===== src/rcr_capability_regs.vh =====
`ifndef RCR_CAPABILITY_REGS_VH
`define RCR_CAPABILITY_REGS_VH

// ----------------------------------------------------------------------------
// Register byte offsets within the capability space
// ----------------------------------------------------------------------------
`define RCR_OFS_DEVICE_IDENTITY        24'h000000
`define RCR_OFS_DEVICE_INFORMATION     24'h000004
`define RCR_OFS_ASSEMBLY_IDENTITY      24'h000008
`define RCR_OFS_ASSEMBLY_INFORMATION   24'h00000C
`define RCR_OFS_ELEMENT_FEATURES       24'h000010
`define RCR_OFS_SWITCH_PORT_INFO       24'h000014

// ----------------------------------------------------------------------------
// Field positions
// ----------------------------------------------------------------------------
`define RCR_MAKER_CODE_LSB             0
`define RCR_PART_CODE_LSB              16
`define RCR_REVISION_LEVEL_LSB         0
`define RCR_MINOR_VERSION_LSB          16
`define RCR_MAJOR_VERSION_LSB          21
`define RCR_ASSEMBLY_MAKER_LSB         0
`define RCR_ASSEMBLY_TYPE_LSB          16
`define RCR_FEATURE_POINTER_LSB        0
`define RCR_ASSEMBLY_REVISION_LSB      16
`define RCR_ADDRESS_WIDTH_LSB          0
`define RCR_FEAT_LIST_PRESENT_BIT      3
`define RCR_FEAT_WIDE_ID_BIT           4
`define RCR_FEAT_CRIT_FLOW_BIT         5
`define RCR_FEAT_CRC_SUPPRESS_BIT      6
`define RCR_FEAT_STD_ROUTE_BIT         8
`define RCR_FEAT_WIDE_ROUTE_BIT        9
`define RCR_FEAT_MULTICAST_BIT         10
`define RCR_FEAT_SWITCH_BIT            28
`define RCR_FEAT_PROCESSOR_BIT         29
`define RCR_FEAT_MEMORY_BIT            30
`define RCR_FEAT_BRIDGE_BIT            31
`define RCR_PORT_NUMBER_LSB            0
`define RCR_PORT_TOTAL_LSB             8

// ----------------------------------------------------------------------------
// Fixed values
// ----------------------------------------------------------------------------
`define RCR_FEATURE_POINTER_VAL        16'h0100
`define RCR_ADDR_W_66_50_34            3'h7
`define RCR_ADDR_W_66_34               3'h5
`define RCR_ADDR_W_50_34               3'h2
`define RCR_ADDR_W_34_ONLY             3'h1
`define RCR_FEAT_LIST_PRESENT_VAL      1'h1
`define RCR_FEAT_WIDE_ID_VAL           1'h1
`define RCR_FEAT_CRIT_FLOW_VAL         1'h0
`define RCR_FEAT_CRC_SUPPRESS_VAL      1'h1
`define RCR_FEAT_STD_ROUTE_VAL         1'h1
`define RCR_FEAT_WIDE_ROUTE_VAL        1'h1
`define RCR_FEAT_MULTICAST_VAL         1'h1
`define RCR_FEAT_SWITCH_VAL            1'h1
`define RCR_FEAT_PROCESSOR_VAL         1'h0
`define RCR_FEAT_MEMORY_VAL            1'h0
`define RCR_FEAT_BRIDGE_VAL            1'h0
`define RCR_I2C_PORT_NUMBER            8'hFE
`define RCR_PORT_TOTAL_VAL             8'h10
`define RCR_WORD_RESET                 32'h00000000

// ----------------------------------------------------------------------------
// Timing: a read answers this many clocks after it is taken
// ----------------------------------------------------------------------------
`define RCR_READ_LATENCY               1

`endif


===== src/rcr_capability_regs.v =====
// Notes on behaviour
// - Identity word: maker code low, part high.
// - Revision level bits 3:0 from boundary-scan version.
// - Die minor/major versions into bits 20:16, 23:21.
// - Assembly maker low half, type high half.
// - Feature list pointer 0x0100 in low half.
// - Assembly revision level in upper half.
// - Address width code 001: 34 bits only.
// - Feature bit 3 set: list present.
// - Feature bit 4 set: 16-bit IDs.
// - Feature bit 5 clear: no critical flow.
// - Feature bit 6 set: CRC recovery suppression.
// - Bits 8,9,10 set: routing and multicast.
// - Bit 28 set; bits 29, 31 clear.
// - Bit 30 clear: no local memory.
// - Port number of access; 0xFE over I2C.
// - Port total 0x10 in bits 15:8.
// - Registers follow the 1.3 interconnect layout.
`timescale 1ns/1ns
`include "rcr_capability_regs.vh"

module rcr_capability_regs #(
   parameter [15:0] MAKER_CODE         = 16'hA5A5, // Arbitrary value
   parameter [15:0] PART_CODE          = 16'h5A5A, // Arbitrary value
   parameter [15:0] ASSEMBLY_MAKER     = 16'hC3C3, // Arbitrary value
   parameter [15:0] ASSEMBLY_TYPE      = 16'h3C3C, // Arbitrary value
   parameter [15:0] ASSEMBLY_REVISION  = 16'h0001, // Arbitrary value
   parameter [7:0]  PORT_TOTAL         = `RCR_PORT_TOTAL_VAL
) (
   input  wire        clk,
   input  wire        resetn,
   input  wire        rdReq,
   input  wire [23:0] rdAddr,
   input  wire [7:0]  rdSrcPort,
   input  wire        rdFromI2c,
   input  wire        wrReq,
   input  wire [23:0] wrAddr,
   input  wire [31:0] wrData,
   input  wire [3:0]  jtagVersion,
   input  wire [4:0]  dieMinorVersion,
   input  wire [2:0]  dieMajorVersion,
   output reg         rdValid_reg,
   output reg  [31:0] rdData_reg,
   output reg         rdUnmapped_reg,
   output reg         wrDone_reg,
   output reg         wrUnmapped_reg
);

   // -------------------------------------------------------------------------
   // Word builders
   // -------------------------------------------------------------------------
   function [31:0] featureWord;
      input dummy;
      begin
         featureWord = `RCR_WORD_RESET;
         featureWord[`RCR_ADDRESS_WIDTH_LSB +: 3] = `RCR_ADDR_W_34_ONLY;
         featureWord[`RCR_FEAT_LIST_PRESENT_BIT]  = `RCR_FEAT_LIST_PRESENT_VAL;
         featureWord[`RCR_FEAT_WIDE_ID_BIT]       = `RCR_FEAT_WIDE_ID_VAL;
         featureWord[`RCR_FEAT_CRIT_FLOW_BIT]     = `RCR_FEAT_CRIT_FLOW_VAL;
         featureWord[`RCR_FEAT_CRC_SUPPRESS_BIT]  = `RCR_FEAT_CRC_SUPPRESS_VAL;
         featureWord[`RCR_FEAT_STD_ROUTE_BIT]     = `RCR_FEAT_STD_ROUTE_VAL;
         featureWord[`RCR_FEAT_WIDE_ROUTE_BIT]    = `RCR_FEAT_WIDE_ROUTE_VAL;
         featureWord[`RCR_FEAT_MULTICAST_BIT]     = `RCR_FEAT_MULTICAST_VAL;
         featureWord[`RCR_FEAT_SWITCH_BIT]        = `RCR_FEAT_SWITCH_VAL;
         featureWord[`RCR_FEAT_PROCESSOR_BIT]     = `RCR_FEAT_PROCESSOR_VAL;
         featureWord[`RCR_FEAT_BRIDGE_BIT]        = `RCR_FEAT_BRIDGE_VAL;
         featureWord[`RCR_FEAT_MEMORY_BIT]        = `RCR_FEAT_MEMORY_VAL;
      end
   endfunction

   // I2C has no port of its own, so it is given a number no port can carry.
   function [7:0] portNumber;
      input       fromI2c;
      input [7:0] srcPort;
      begin
         if (fromI2c) begin
            portNumber = `RCR_I2C_PORT_NUMBER;
         end else begin
            portNumber = srcPort;
         end
      end
   endfunction

   // -------------------------------------------------------------------------
   // Version levels
   // -------------------------------------------------------------------------
   wire [3:0] revisionLevel;
   wire [4:0] minorVersion;
   wire [2:0] majorVersion;

   rcr_info_capture infoCapture (
      .clk               (clk),
      .resetn            (resetn),
      .jtagVersion       (jtagVersion),
      .dieMinorVersion   (dieMinorVersion),
      .dieMajorVersion   (dieMajorVersion),
      .revisionLevel_reg (revisionLevel),
      .minorVersion_reg  (minorVersion),
      .majorVersion_reg  (majorVersion),
      .captured_reg      ()
   );

   // -------------------------------------------------------------------------
   // Register words; unlisted bits are tied to zero
   // -------------------------------------------------------------------------
   reg [31:0] wordIdentity;
   reg [31:0] wordInformation;
   reg [31:0] wordAssyIdentity;
   reg [31:0] wordAssyInformation;
   reg [31:0] wordPortInfo;
   wire [31:0] wordFeatures;

   assign wordFeatures = featureWord(1'b0);

   always @* begin
      wordIdentity = `RCR_WORD_RESET;
      wordIdentity[`RCR_MAKER_CODE_LSB +: 16] = MAKER_CODE;
      wordIdentity[`RCR_PART_CODE_LSB +: 16]  = PART_CODE;

      wordInformation = `RCR_WORD_RESET;
      wordInformation[`RCR_REVISION_LEVEL_LSB +: 4] = revisionLevel;
      wordInformation[`RCR_MINOR_VERSION_LSB +: 5]  = minorVersion;
      wordInformation[`RCR_MAJOR_VERSION_LSB +: 3]  = majorVersion;

      wordAssyIdentity = `RCR_WORD_RESET;
      wordAssyIdentity[`RCR_ASSEMBLY_MAKER_LSB +: 16] = ASSEMBLY_MAKER;
      wordAssyIdentity[`RCR_ASSEMBLY_TYPE_LSB +: 16]  = ASSEMBLY_TYPE;

      wordAssyInformation = `RCR_WORD_RESET;
      wordAssyInformation[`RCR_FEATURE_POINTER_LSB +: 16]   = `RCR_FEATURE_POINTER_VAL;
      wordAssyInformation[`RCR_ASSEMBLY_REVISION_LSB +: 16] = ASSEMBLY_REVISION;

      wordPortInfo = `RCR_WORD_RESET;
      wordPortInfo[`RCR_PORT_NUMBER_LSB +: 8] = portNumber(rdFromI2c, rdSrcPort);
      wordPortInfo[`RCR_PORT_TOTAL_LSB +: 8]  = PORT_TOTAL;
   end

   // -------------------------------------------------------------------------
   // Decode, laid out as the standard capability block
   // -------------------------------------------------------------------------
   wire [31:0] rdWord;
   wire        rdHit;
   wire [31:0] wrWordUnused;
   wire        wrHit;

   rcr_word_select readSelect (
      .addr                (rdAddr),
      .wordIdentity        (wordIdentity),
      .wordInformation     (wordInformation),
      .wordAssyIdentity    (wordAssyIdentity),
      .wordAssyInformation (wordAssyInformation),
      .wordFeatures        (wordFeatures),
      .wordPortInfo        (wordPortInfo),
      .data                (rdWord),
      .hit                 (rdHit)
   );

   // Writes only need the hit flag; a second copy of the decode is used and its data output is left unused.
   rcr_word_select writeSelect (
      .addr                (wrAddr),
      .wordIdentity        (wordIdentity),
      .wordInformation     (wordInformation),
      .wordAssyIdentity    (wordAssyIdentity),
      .wordAssyInformation (wordAssyInformation),
      .wordFeatures        (wordFeatures),
      .wordPortInfo        (wordPortInfo),
      .data                (wrWordUnused),
      .hit                 (wrHit)
   );

   // -------------------------------------------------------------------------
   // Answer registers
   // -------------------------------------------------------------------------
   reg        rdValid_next;
   reg [31:0] rdData_next;
   reg        rdUnmapped_next;
   reg        wrDone_next;
   reg        wrUnmapped_next;

   always @* begin
      rdValid_next    = rdReq;
      rdData_next     = `RCR_WORD_RESET;
      rdUnmapped_next = 1'b0;
      if (rdReq) begin
         rdData_next     = rdWord;
         rdUnmapped_next = ~rdHit;
      end
      // A write is acknowledged but never stored: every word here is read-only.
      wrDone_next     = wrReq;
      wrUnmapped_next = wrReq & ~wrHit;
   end

   always @(posedge clk or negedge resetn) begin
      if (!resetn) begin
         rdValid_reg    <= 1'b0;
         rdData_reg     <= `RCR_WORD_RESET;
         rdUnmapped_reg <= 1'b0;
         wrDone_reg     <= 1'b0;
         wrUnmapped_reg <= 1'b0;
      end else begin
         rdValid_reg    <= rdValid_next;
         rdData_reg     <= rdData_next;
         rdUnmapped_reg <= rdUnmapped_next;
         wrDone_reg     <= wrDone_next;
         wrUnmapped_reg <= wrUnmapped_next;
      end
   end

endmodule // rcr_capability_regs


===== src/rcr_info_capture.v =====
`timescale 1ns/1ns
`include "rcr_capability_regs.vh"

// ----------------------------------------------------------------------------
// Catches the version levels once, at the first edge after reset release
// ----------------------------------------------------------------------------
module rcr_info_capture (
   input  wire       clk,
   input  wire       resetn,
   input  wire [3:0] jtagVersion,
   input  wire [4:0] dieMinorVersion,
   input  wire [2:0] dieMajorVersion,
   output reg  [3:0] revisionLevel_reg,
   output reg  [4:0] minorVersion_reg,
   output reg  [2:0] majorVersion_reg,
   output reg        captured_reg
);

   // Version sources are straps; a constant is loaded under reset and the
   // real values are taken by the clock once reset has gone away.
   always @(posedge clk or negedge resetn) begin
      if (!resetn) begin
         revisionLevel_reg <= 4'h0;
         minorVersion_reg  <= 5'h00;
         majorVersion_reg  <= 3'h0;
         captured_reg      <= 1'b0;
      end else if (!captured_reg) begin
         revisionLevel_reg <= jtagVersion;
         minorVersion_reg  <= dieMinorVersion;
         majorVersion_reg  <= dieMajorVersion;
         captured_reg      <= 1'b1;
      end
   end

endmodule // rcr_info_capture


===== src/rcr_word_select.v =====
`timescale 1ns/1ns
`include "rcr_capability_regs.vh"

// ----------------------------------------------------------------------------
// Address decode and read mux over the six capability words
// ----------------------------------------------------------------------------
module rcr_word_select (
   input  wire [23:0] addr,
   input  wire [31:0] wordIdentity,
   input  wire [31:0] wordInformation,
   input  wire [31:0] wordAssyIdentity,
   input  wire [31:0] wordAssyInformation,
   input  wire [31:0] wordFeatures,
   input  wire [31:0] wordPortInfo,
   output reg  [31:0] data,
   output reg         hit
);

   // Byte lanes are ignored: every word is read whole.
   wire [23:0] wordAddr;

   assign wordAddr = {addr[23:2], 2'h0};

   always @* begin
      data = `RCR_WORD_RESET;
      hit  = 1'b1;
      if (wordAddr == `RCR_OFS_DEVICE_IDENTITY) begin
         data = wordIdentity;
      end else if (wordAddr == `RCR_OFS_DEVICE_INFORMATION) begin
         data = wordInformation;
      end else if (wordAddr == `RCR_OFS_ASSEMBLY_IDENTITY) begin
         data = wordAssyIdentity;
      end else if (wordAddr == `RCR_OFS_ASSEMBLY_INFORMATION) begin
         data = wordAssyInformation;
      end else if (wordAddr == `RCR_OFS_ELEMENT_FEATURES) begin
         data = wordFeatures;
      end else if (wordAddr == `RCR_OFS_SWITCH_PORT_INFO) begin
         data = wordPortInfo;
      end else begin
         hit = 1'b0;
      end
   end

endmodule // rcr_word_select


===== config.mk =====
export PLATFORM = sky130hd
export DESIGN_NAME = rcr_capability_regs
export DESIGN_NICKNAME = d
export VERILOG_FILES = /design/src/rcr_capability_regs.v /design/src/rcr_info_capture.v /design/src/rcr_word_select.v
export VERILOG_INCLUDE_DIRS = /design/src
export SDC_FILE = /design/constraint.sdc
export NUM_CORES = 1
export LEC_CHECK = 0
export BUFFER_PORTS_ARGS = -buffer_cell sky130_fd_sc_hd__clkbuf_2
export CAP_MARGIN = 10
export CORE_MARGIN = 3
export CORE_UTILIZATION = 39
export CTS_BUF_LIST = sky130_fd_sc_hd__clkbuf_16
export DETAILED_ROUTE_END_ITERATION = 8
export MAX_ROUTING_LAYER = met4
export PLACE_DENSITY_LB_ADDON = 0.3
export SETUP_SLACK_MARGIN = 0.4
export SLEW_MARGIN = 5
export SYNTH_ARGS = -nofsm -noshare
export SYNTH_HDL_FRONTEND = slang
export SYNTH_SLANG_ARGS = --single-unit

===== constraint.sdc =====
create_clock -name clk -period 1.44 [get_ports clk]
set_clock_uncertainty 0.15 [all_clocks]
set_input_delay 0.288 -clock clk [delete_from_list [all_inputs] [get_ports clk]]
set_output_delay 0.288 -clock clk [all_outputs]
set_load 0.02 [all_outputs]

==> metrics.md, run 1 <==
| Metric | Value |
|---|---|
| Seq/Total Area, Yosys | `a little under three fifths` |
| Hold/Removal Path Class | `in -> reg` |
| Critical path required time | `1390 ps` |
| Worst Slack Setup Final | `-52.5 ps` |
| CP endpoint kind | `flip-flop` |
| All-Layer GR Usage | `18.5%` |
| Cells after Synth | `147` |
| IO Pins | `141` |
| Clock Power Share | `38.4%` |
| Pwr per Cell Area | `797 nW/um^2` |
| Max Cap Violations | `0` |
| Endpoints failing hold | `0` |
| Share of layout cells above drive strength 1 | `67.9%` |
| Post-synthesis compound-gate area fraction | `9.66%` |
| Int Power | `approximately 2000 uW` |
| Post-synthesis mux area share | `7.45%` |
| First-pass GRT wire length | `7420 um` |
| Clock Latency Late Sink | `270 ps` |
| Top_reg_cell synth | `dfrtp_1` |
| Via count | `1,672` |
| Finish-stage setup viols | `2` |
| Max FFs per register | `24` |
| Core area | `4410 um^2` |
| Hold Slack | `~37 ps` |
| Die area | `5510 um^2` |
| # rows | `24` |
| P_sw | `602 uW` |
| Area Growth Syn to Fin | `81.7%` |
| Setup crit start kind | `input port` |
| H-tree Lvls | `2` |
| Initial antenna violation count | `0` |
| Worst Path Class, Setup | `in -> reg` |
| Normalized max-slew margin | `60.6%` |
| Switching share of power | `22.9%` |
| Post-synthesis xor/xnor area fraction | `0%` |
| IO Port Bufs | `100` |
| Final ANT Viol Nets | `0` |
| Failing checks | `setup timing` |
| Leak | `between 0.0015 and 0.002 uW` |
| Routed WL | `5200 um` |
| Tmin final | `1490 ps` |
| Antenna diodes | `0` |
| Die Y | `74.2 um` |
| Crit Path Max Fanout | `7` |
| TritonRoute pass-1 iters | `4` |
| Grt ovf | `0` |
| Initial Utilization | `41.1%` |
| Clock Path Buffers | `2` |
| Synthesized area per cell | `12.3 um^2` |
| Filler cells | `~270` |
| Post-synth cell types | `32` |
| Vias in the first global route | `1,667` |
| Clk pin slew, worst setup/hold paths | `50 ps` |
| GPL Wtd Cong | `0.780` |
| Largest family of logic cells by synthesized area | `simple AND/OR/NAND/NOR gates` |
| DIE WIDTH | `roughly 74 um` |
| Simple-gate share of the synthesized area | `19.4%` |
| Worst-margin pin slew | `589 ps` |
| Comb power frac | `15.1%` |
| RSZ-0062 raised after global routing | `yes` |
| Iteration-0 DRC Markers | `89` |
| Post-synth EDFFs | `0` |
| Adder-cell share of the synthesized area | `0%` |
| Vias per Instance | `a little over 5` |
| Clock sinks | `41` |
| Sequential power share | `46.5%` |
| Ratio of final minimum period to clock period | `104%` |
| Largest net degree at the start of global routing | `42` |
| DRC Markers | `0` |
| Post-DR wirelength/cell | `between 15 and 20 um` |
| Final Max Tran Viols | `0` |
| CTS tree | `done` |
| Setup TNS | `-65.2 ps` |
| Ys async rst share | `100%` |
| DPL Wire Length | `3420 um` |
| Num CTS Buffers | `5` |
| Run status | `complete, but fails checks` |
| Synth Cell Area | `1810 um^2` |
| Final nets | `378` |
| Peak VDD IR | `between 0.6 and 0.7 mV` |
| #FFs+latches synth | `41` |
| Arr. time, crit path | `1450 ps` |
| Yosys warns | `0` |
| Clk root buf | `clkbuf_16` |
| Peak Freq | `670 MHz` |
what timing repair did:
action / 4_1_cts / 5_1_grt
pin swaps: 11 / 4
endpoints found under the hold margin: 42 / 0
gates cloned: 1 / 1
hold buffers: 2 / 0
gates resized for setup: 27 / 126
setup endpoints to repair: 70 / 70
buffers inserted: 5 / 4
power by group through the flow:
stage                     registers, uW  logic (uW)  clock network (uW)
after floorplan                    1240         150                   0
after global placement             1240         332                   0
after detailed placement           1240         338                   0
after CTS                          1220         366                1030
after global routing               1220         429                1070
final                              1220         397                1010
cells by family after synthesis:
kind of cell    after synthesis
other cells                   2
flops                        41
buf+inv                      21
compound gates               25
simple gates                 46
mux                          12
cell usage in the layout (no fill, tap or decap), drive strengths merged, types with 5 or more instances in the layout:
cell type	count
buf	66
o21ai	5
clkbuf	71
nor4	15
inv	6
nand2	7
mux2	12
nor3	10
dfrtp	41
cell usage after synthesis (2+ instances only):
library cell	count	share of area [%]
a21oi_1	4	1.1
nor4_1	4	1.4
mux2_2	12	7.4
buf_4	9	3.7
nor4b_1	2	0.97
dfrtp_1	41	57
nor4b_2	2	1.7
nor2b_1	4	1.4
o21ai_0	5	1.4
o21a_1	2	0.83
inv_1	4	0.83
nand2_1	7	1.4
buf_2	5	1.4
a2111oi_0	3	1.4
conb_1	2	0.41
buf_1	2	0.41
nor4_2	11	7.6
nor3_1	10	2.8
o211ai_1	3	1.2
a211oi_1	3	1.2
per-stage QoR:
stage / area (um^2) / instances / utilization, % / power (uW) / setup slack, ps
2_1_floorplan: 1950 / 149 / - / 1390 / 73.3
3_3_place_gp: 2540 / 305 / 57.7 / 1570 / -255
3_5_place_dp: 2540 / 305 / 57.7 / 1580 / -312
4_1_cts: 2910 / 321 / 65.8 / 2610 / 63.8
5_1_grt: 3300 / 326 / 74.7 / 2720 / -43.3
6_report: 3300 / 326 / 74.7 / 2630 / -52.5
per-layer routing:
layer	track usage, %	vias to the layer above	part of all wire [%]
met5	-	-	0
li1	-	779	-
met3	5.00	5	5.8
met1	22.1	814	40
met2	30.4	74	53
met4	5.63	0	0.88
layout make-up:
type                            count  area (um^2)  share of cell area [%]
Sequential cell                    41         1030                    31.2
Inverter                            4         15.0                   0.456
Clock buffer                        5          125                    3.80
Clock inverter                      3         11.3                   0.342
Multi-Input combinational cell     87          966                    29.3
Tap cell                           52         65.1                    1.97
Timing Repair Buffer              134         1080                    32.9
path summary, 6_finish.rpt:
kind / startpoint / to / slack (ps) / cells after the start
worst max-delay path: rdAddr[9] / rdData_reg[5]$_DFF_PN0_ / -50 / 4
worst min-delay path: rdReq / rdValid_reg$_DFF_PN0_ / 40 / 1
worst max register to register: infoCapture.revisionLevel_reg[0]$_DFFE_PN0N_ / rdData_reg[0]$_DFF_PN0_ / 140 / 3
worst min register to register: infoCapture.minorVersion_reg[1]$_DFFE_PN0N_ / infoCapture.minorVersion_reg[1]$_DFFE_PN0N_ / 360 / 1
max in group asynchronous: resetn / rdData_reg[25]$_DFF_PN0_ / 540 / 3
min in group asynchronous: resetn / rdData_reg[29]$_DFF_PN0_ / 400 / 3
worst max-delay path: stages:
cell and delay (ps):
buf_6 100, nor4_4 350, nand2_4 150, a2111oi_1 560
Power figures use the tool's default switching activity.
==> run 2, diff against run 1 <==
--- a/config.mk
+++ b/config.mk
@@ -8,8 +8,8 @@
 export LEC_CHECK = 0
 export BUFFER_PORTS_ARGS = -buffer_cell sky130_fd_sc_hd__clkbuf_2
 export CAP_MARGIN = 10
-export CORE_MARGIN = 3
-export CORE_UTILIZATION = 39
+export CORE_MARGIN = 8
+export CORE_UTILIZATION = 35
 export CTS_BUF_LIST = sky130_fd_sc_hd__clkbuf_16
 export DETAILED_ROUTE_END_ITERATION = 8
 export MAX_ROUTING_LAYER = met4
==> constraint.sdc (replaced) <==
create_clock -name clk -period 1.2 [get_ports clk]
set_clock_uncertainty 0.15 [all_clocks]
set_input_delay 0.24 -clock clk [delete_from_list [all_inputs] [get_ports clk]]
set_output_delay 0.24 -clock clk [all_outputs]
set_load 0.02 [all_outputs]
==> run 2 against run 1 <==
The run ends with hold timing, setup timing left. Critical path depth up 2. Final area down 2.8%. Register-to-register slack worse by 170 ps. Cell count up 4.3%. Via count down 1.4%. Global-route usage down 3.6 points. Critical endpoint is now rdData_reg[7]$_DFF_PN0_. Largest power group unchanged.
==> metrics.md, run 2 (synthesis gave the netlist of run 1 again) <==
| Metric | Value |
|---|---|
| Run status | `complete, but fails checks` |
| Failing checks | `hold timing, setup timing` |
| Clock Latency Late Sink | `approximately 270 ps` |
| Initial antenna violation count | `0` |
| Area of the multi-input gates | `888 um^2` |
| Core area | `5040 um^2` |
| Final Max Tran Viols | `0` |
| FF-to-FF path depth | `3` |
| DIE WIDTH | `88.0 um` |
| Via count | `around 1,600` |
| Layout Utilization | `63.5%` |
| Antenna diodes | `0` |
| Clock Path Buffers | `2` |
| Vias per Instance | `4.85` |
| Peak Freq | `782 MHz` |
| Crit Path Max Fanout | `15` |
| Peak VDD IR | `between 0.7 and 0.8 mV` |
| Arr. time, crit path | `1320 ps` |
| Worst Slack Setup Final | `-78.8 ps` |
| Setup TNS | `-1150 ps` |
| Hold/Removal Path Class | `in -> async` |
| Setup crit start kind | `input port` |
| IO Pins | `141` |
| Finish-stage setup viols | `27` |
| Final ANT Viol Nets | `0` |
| Design Area, Final | `around 3200 um^2` |
| Leak | `0.00149 uW` |
| Reg2reg start | `infoCapture.revisionLevel_reg[0]$_DFFE_PN0N_` |
| TritonRoute pass-1 iters | `4` |
| H-tree Lvls | `2` |
| Initial Utilization | `36.0%` |
| RSZ-0062 raised after global routing | `yes` |
| CTS tree | `done` |
| IO Port Bufs | `100` |
| Post-route insts no fill | `340` |
| CP endpoint kind | `flip-flop` |
| Clock sinks | `41` |
| Most common cell after layout, fill and taps aside | `clkbuf_2` |
| Share of layout cells above drive strength 1 | `68.1%` |
| Hold Slack | `-228 ps` |
| Clk pin slew, worst setup/hold paths | `60 ps` |
| GPL Wtd Cong | `0.787` |
| All-Layer GR Usage | `between 10% and 20%` |
| Post-DR wirelength/cell | `16.7 um` |
| Largest net degree at the start of global routing | `42` |
| Critical path required time | `between 1000 and 1500 ps` |
| Placement Cell Area | `2650 um^2` |
| DPL Wire Length | `4230 um` |
| Cells after DPL | `330` |
| Final nets | `approximately 370` |
| Max Cap Violations | `0` |
| Area Growth Syn to Fin | `76.5%` |
| Pwr per Cell Area | `approximately 1000 nW/um^2` |
| Filler cells | `382` |
| R2R Path End | `rdData_reg[0]$_DFF_PN0_` |
| # rows | `26` |
| Num CTS Buffers | `5` |
| Worst Path Class, Setup | `in -> reg` |
| Ratio of final minimum period to clock period | `107%` |
| Tmin final | `about 1300 ps` |
| Routed WL | `5690 um` |
| Reg2reg setup slack | `-30 ps` |
| Vias in the first global route | `~1,800` |
| DRC Markers | `0` |
| Max FFs per register | `24` |
| Grt ovf | `0` |
| Endpoints failing hold | `42` |
| Storage cell area | `1030 um^2` |
| Clk root buf | `clkbuf_16` |
| First-pass GRT wire length | `8650 um` |
| Die area | `approximately 7700 um^2` |
| Highest-count cells in the layout ignoring fill and taps | `clkbuf_2 (65), dfrtp_1 (38), buf_4 (24)` |
| Die Y | `88.0 um` |
| Iteration-0 DRC Markers | `73` |
[run 2: cell count changes in the layout (fill, tap and decap cells not counted), sizes merged]
cell / before / now
clkinv: 1 / 2
buf: 66 / 47
clkbuf: 71 / 88
dlygate4sd3: 2 / 0
inv: 6 / 5
[run 2: worst max path at each step]
stage                    start                       to  slack [ps]  cells past startpoint
floorplan           rdAddr[13]  rdData_reg[1]$_DFF_PN0_        -120                      4
global placement    rdAddr[18]  rdData_reg[4]$_DFF_PN0_        -360                      5
detailed placement  rdAddr[13]  rdData_reg[0]$_DFF_PN0_        -370                      5
CTS                 rdAddr[13]  rdData_reg[6]$_DFF_PN0_         -60                      6
global route        rdAddr[14]  rdData_reg[6]$_DFF_PN0_        -150                      6
finish              rdAddr[18]  rdData_reg[7]$_DFF_PN0_         -80                      6
[run 2: what timing repair did]
| item | CTS | global route |
|---|---|---|
| setup endpoints to repair | 71 | 71 |
| endpoints found under the hold margin | 42 | 42 |
| pin swaps | 2 | 2 |
| gates resized for setup | 51 | 56 |
| buffers inserted | 0 | 2 |
[run 2: cell type report]
cell class | count | share of cell area (%)
tap | 70 | 2.74
sequential | 41 | 32.2
timing repair buffer | 130 | 32.6
multi-input combinational | 87 | 27.7
clock inverter | 3 | 0.430
clock buffer | 5 | 3.91
inverter | 4 | 0.469
[run 2: metrics by stage]
| step | total power, uW | worst slack [ps] |
|---|---|---|
| after floorplan | 1670 | -119 |
| after global placement | 1910 | -359 |
| after detailed placement | 1920 | -369 |
| after CTS | 3190 | -58.4 |
| after global routing | 3330 | -146 |
| final | 3200 | -78.8 |
[run 2: worst max-delay path, stage by stage]
cell,delay (ps)
clkbuf_2,100
nor4_4,280
nand4_2,170
buf_12,190
buf_4,130
a211oi_2,200
[run 2: power by group]
group	internal (uW)	switching, uW	leakage (uW)
registers	1430	32.0	0.000529
clock network	754	491	0.0000748
logic	261	225	0.000892
total	2450	749	0.00149
[run 2: routing by layer]
layer	part of all wire (%)	vias to the layer above	routed length, um	global-route usage [%]
li1	-	775	-	-
met1	40	782	2290	16.6
met2	49	85	2810	24.6
met3	9.4	7	534	4.69
met4	0.97	0	55	4.69
met5	0	-	0	-
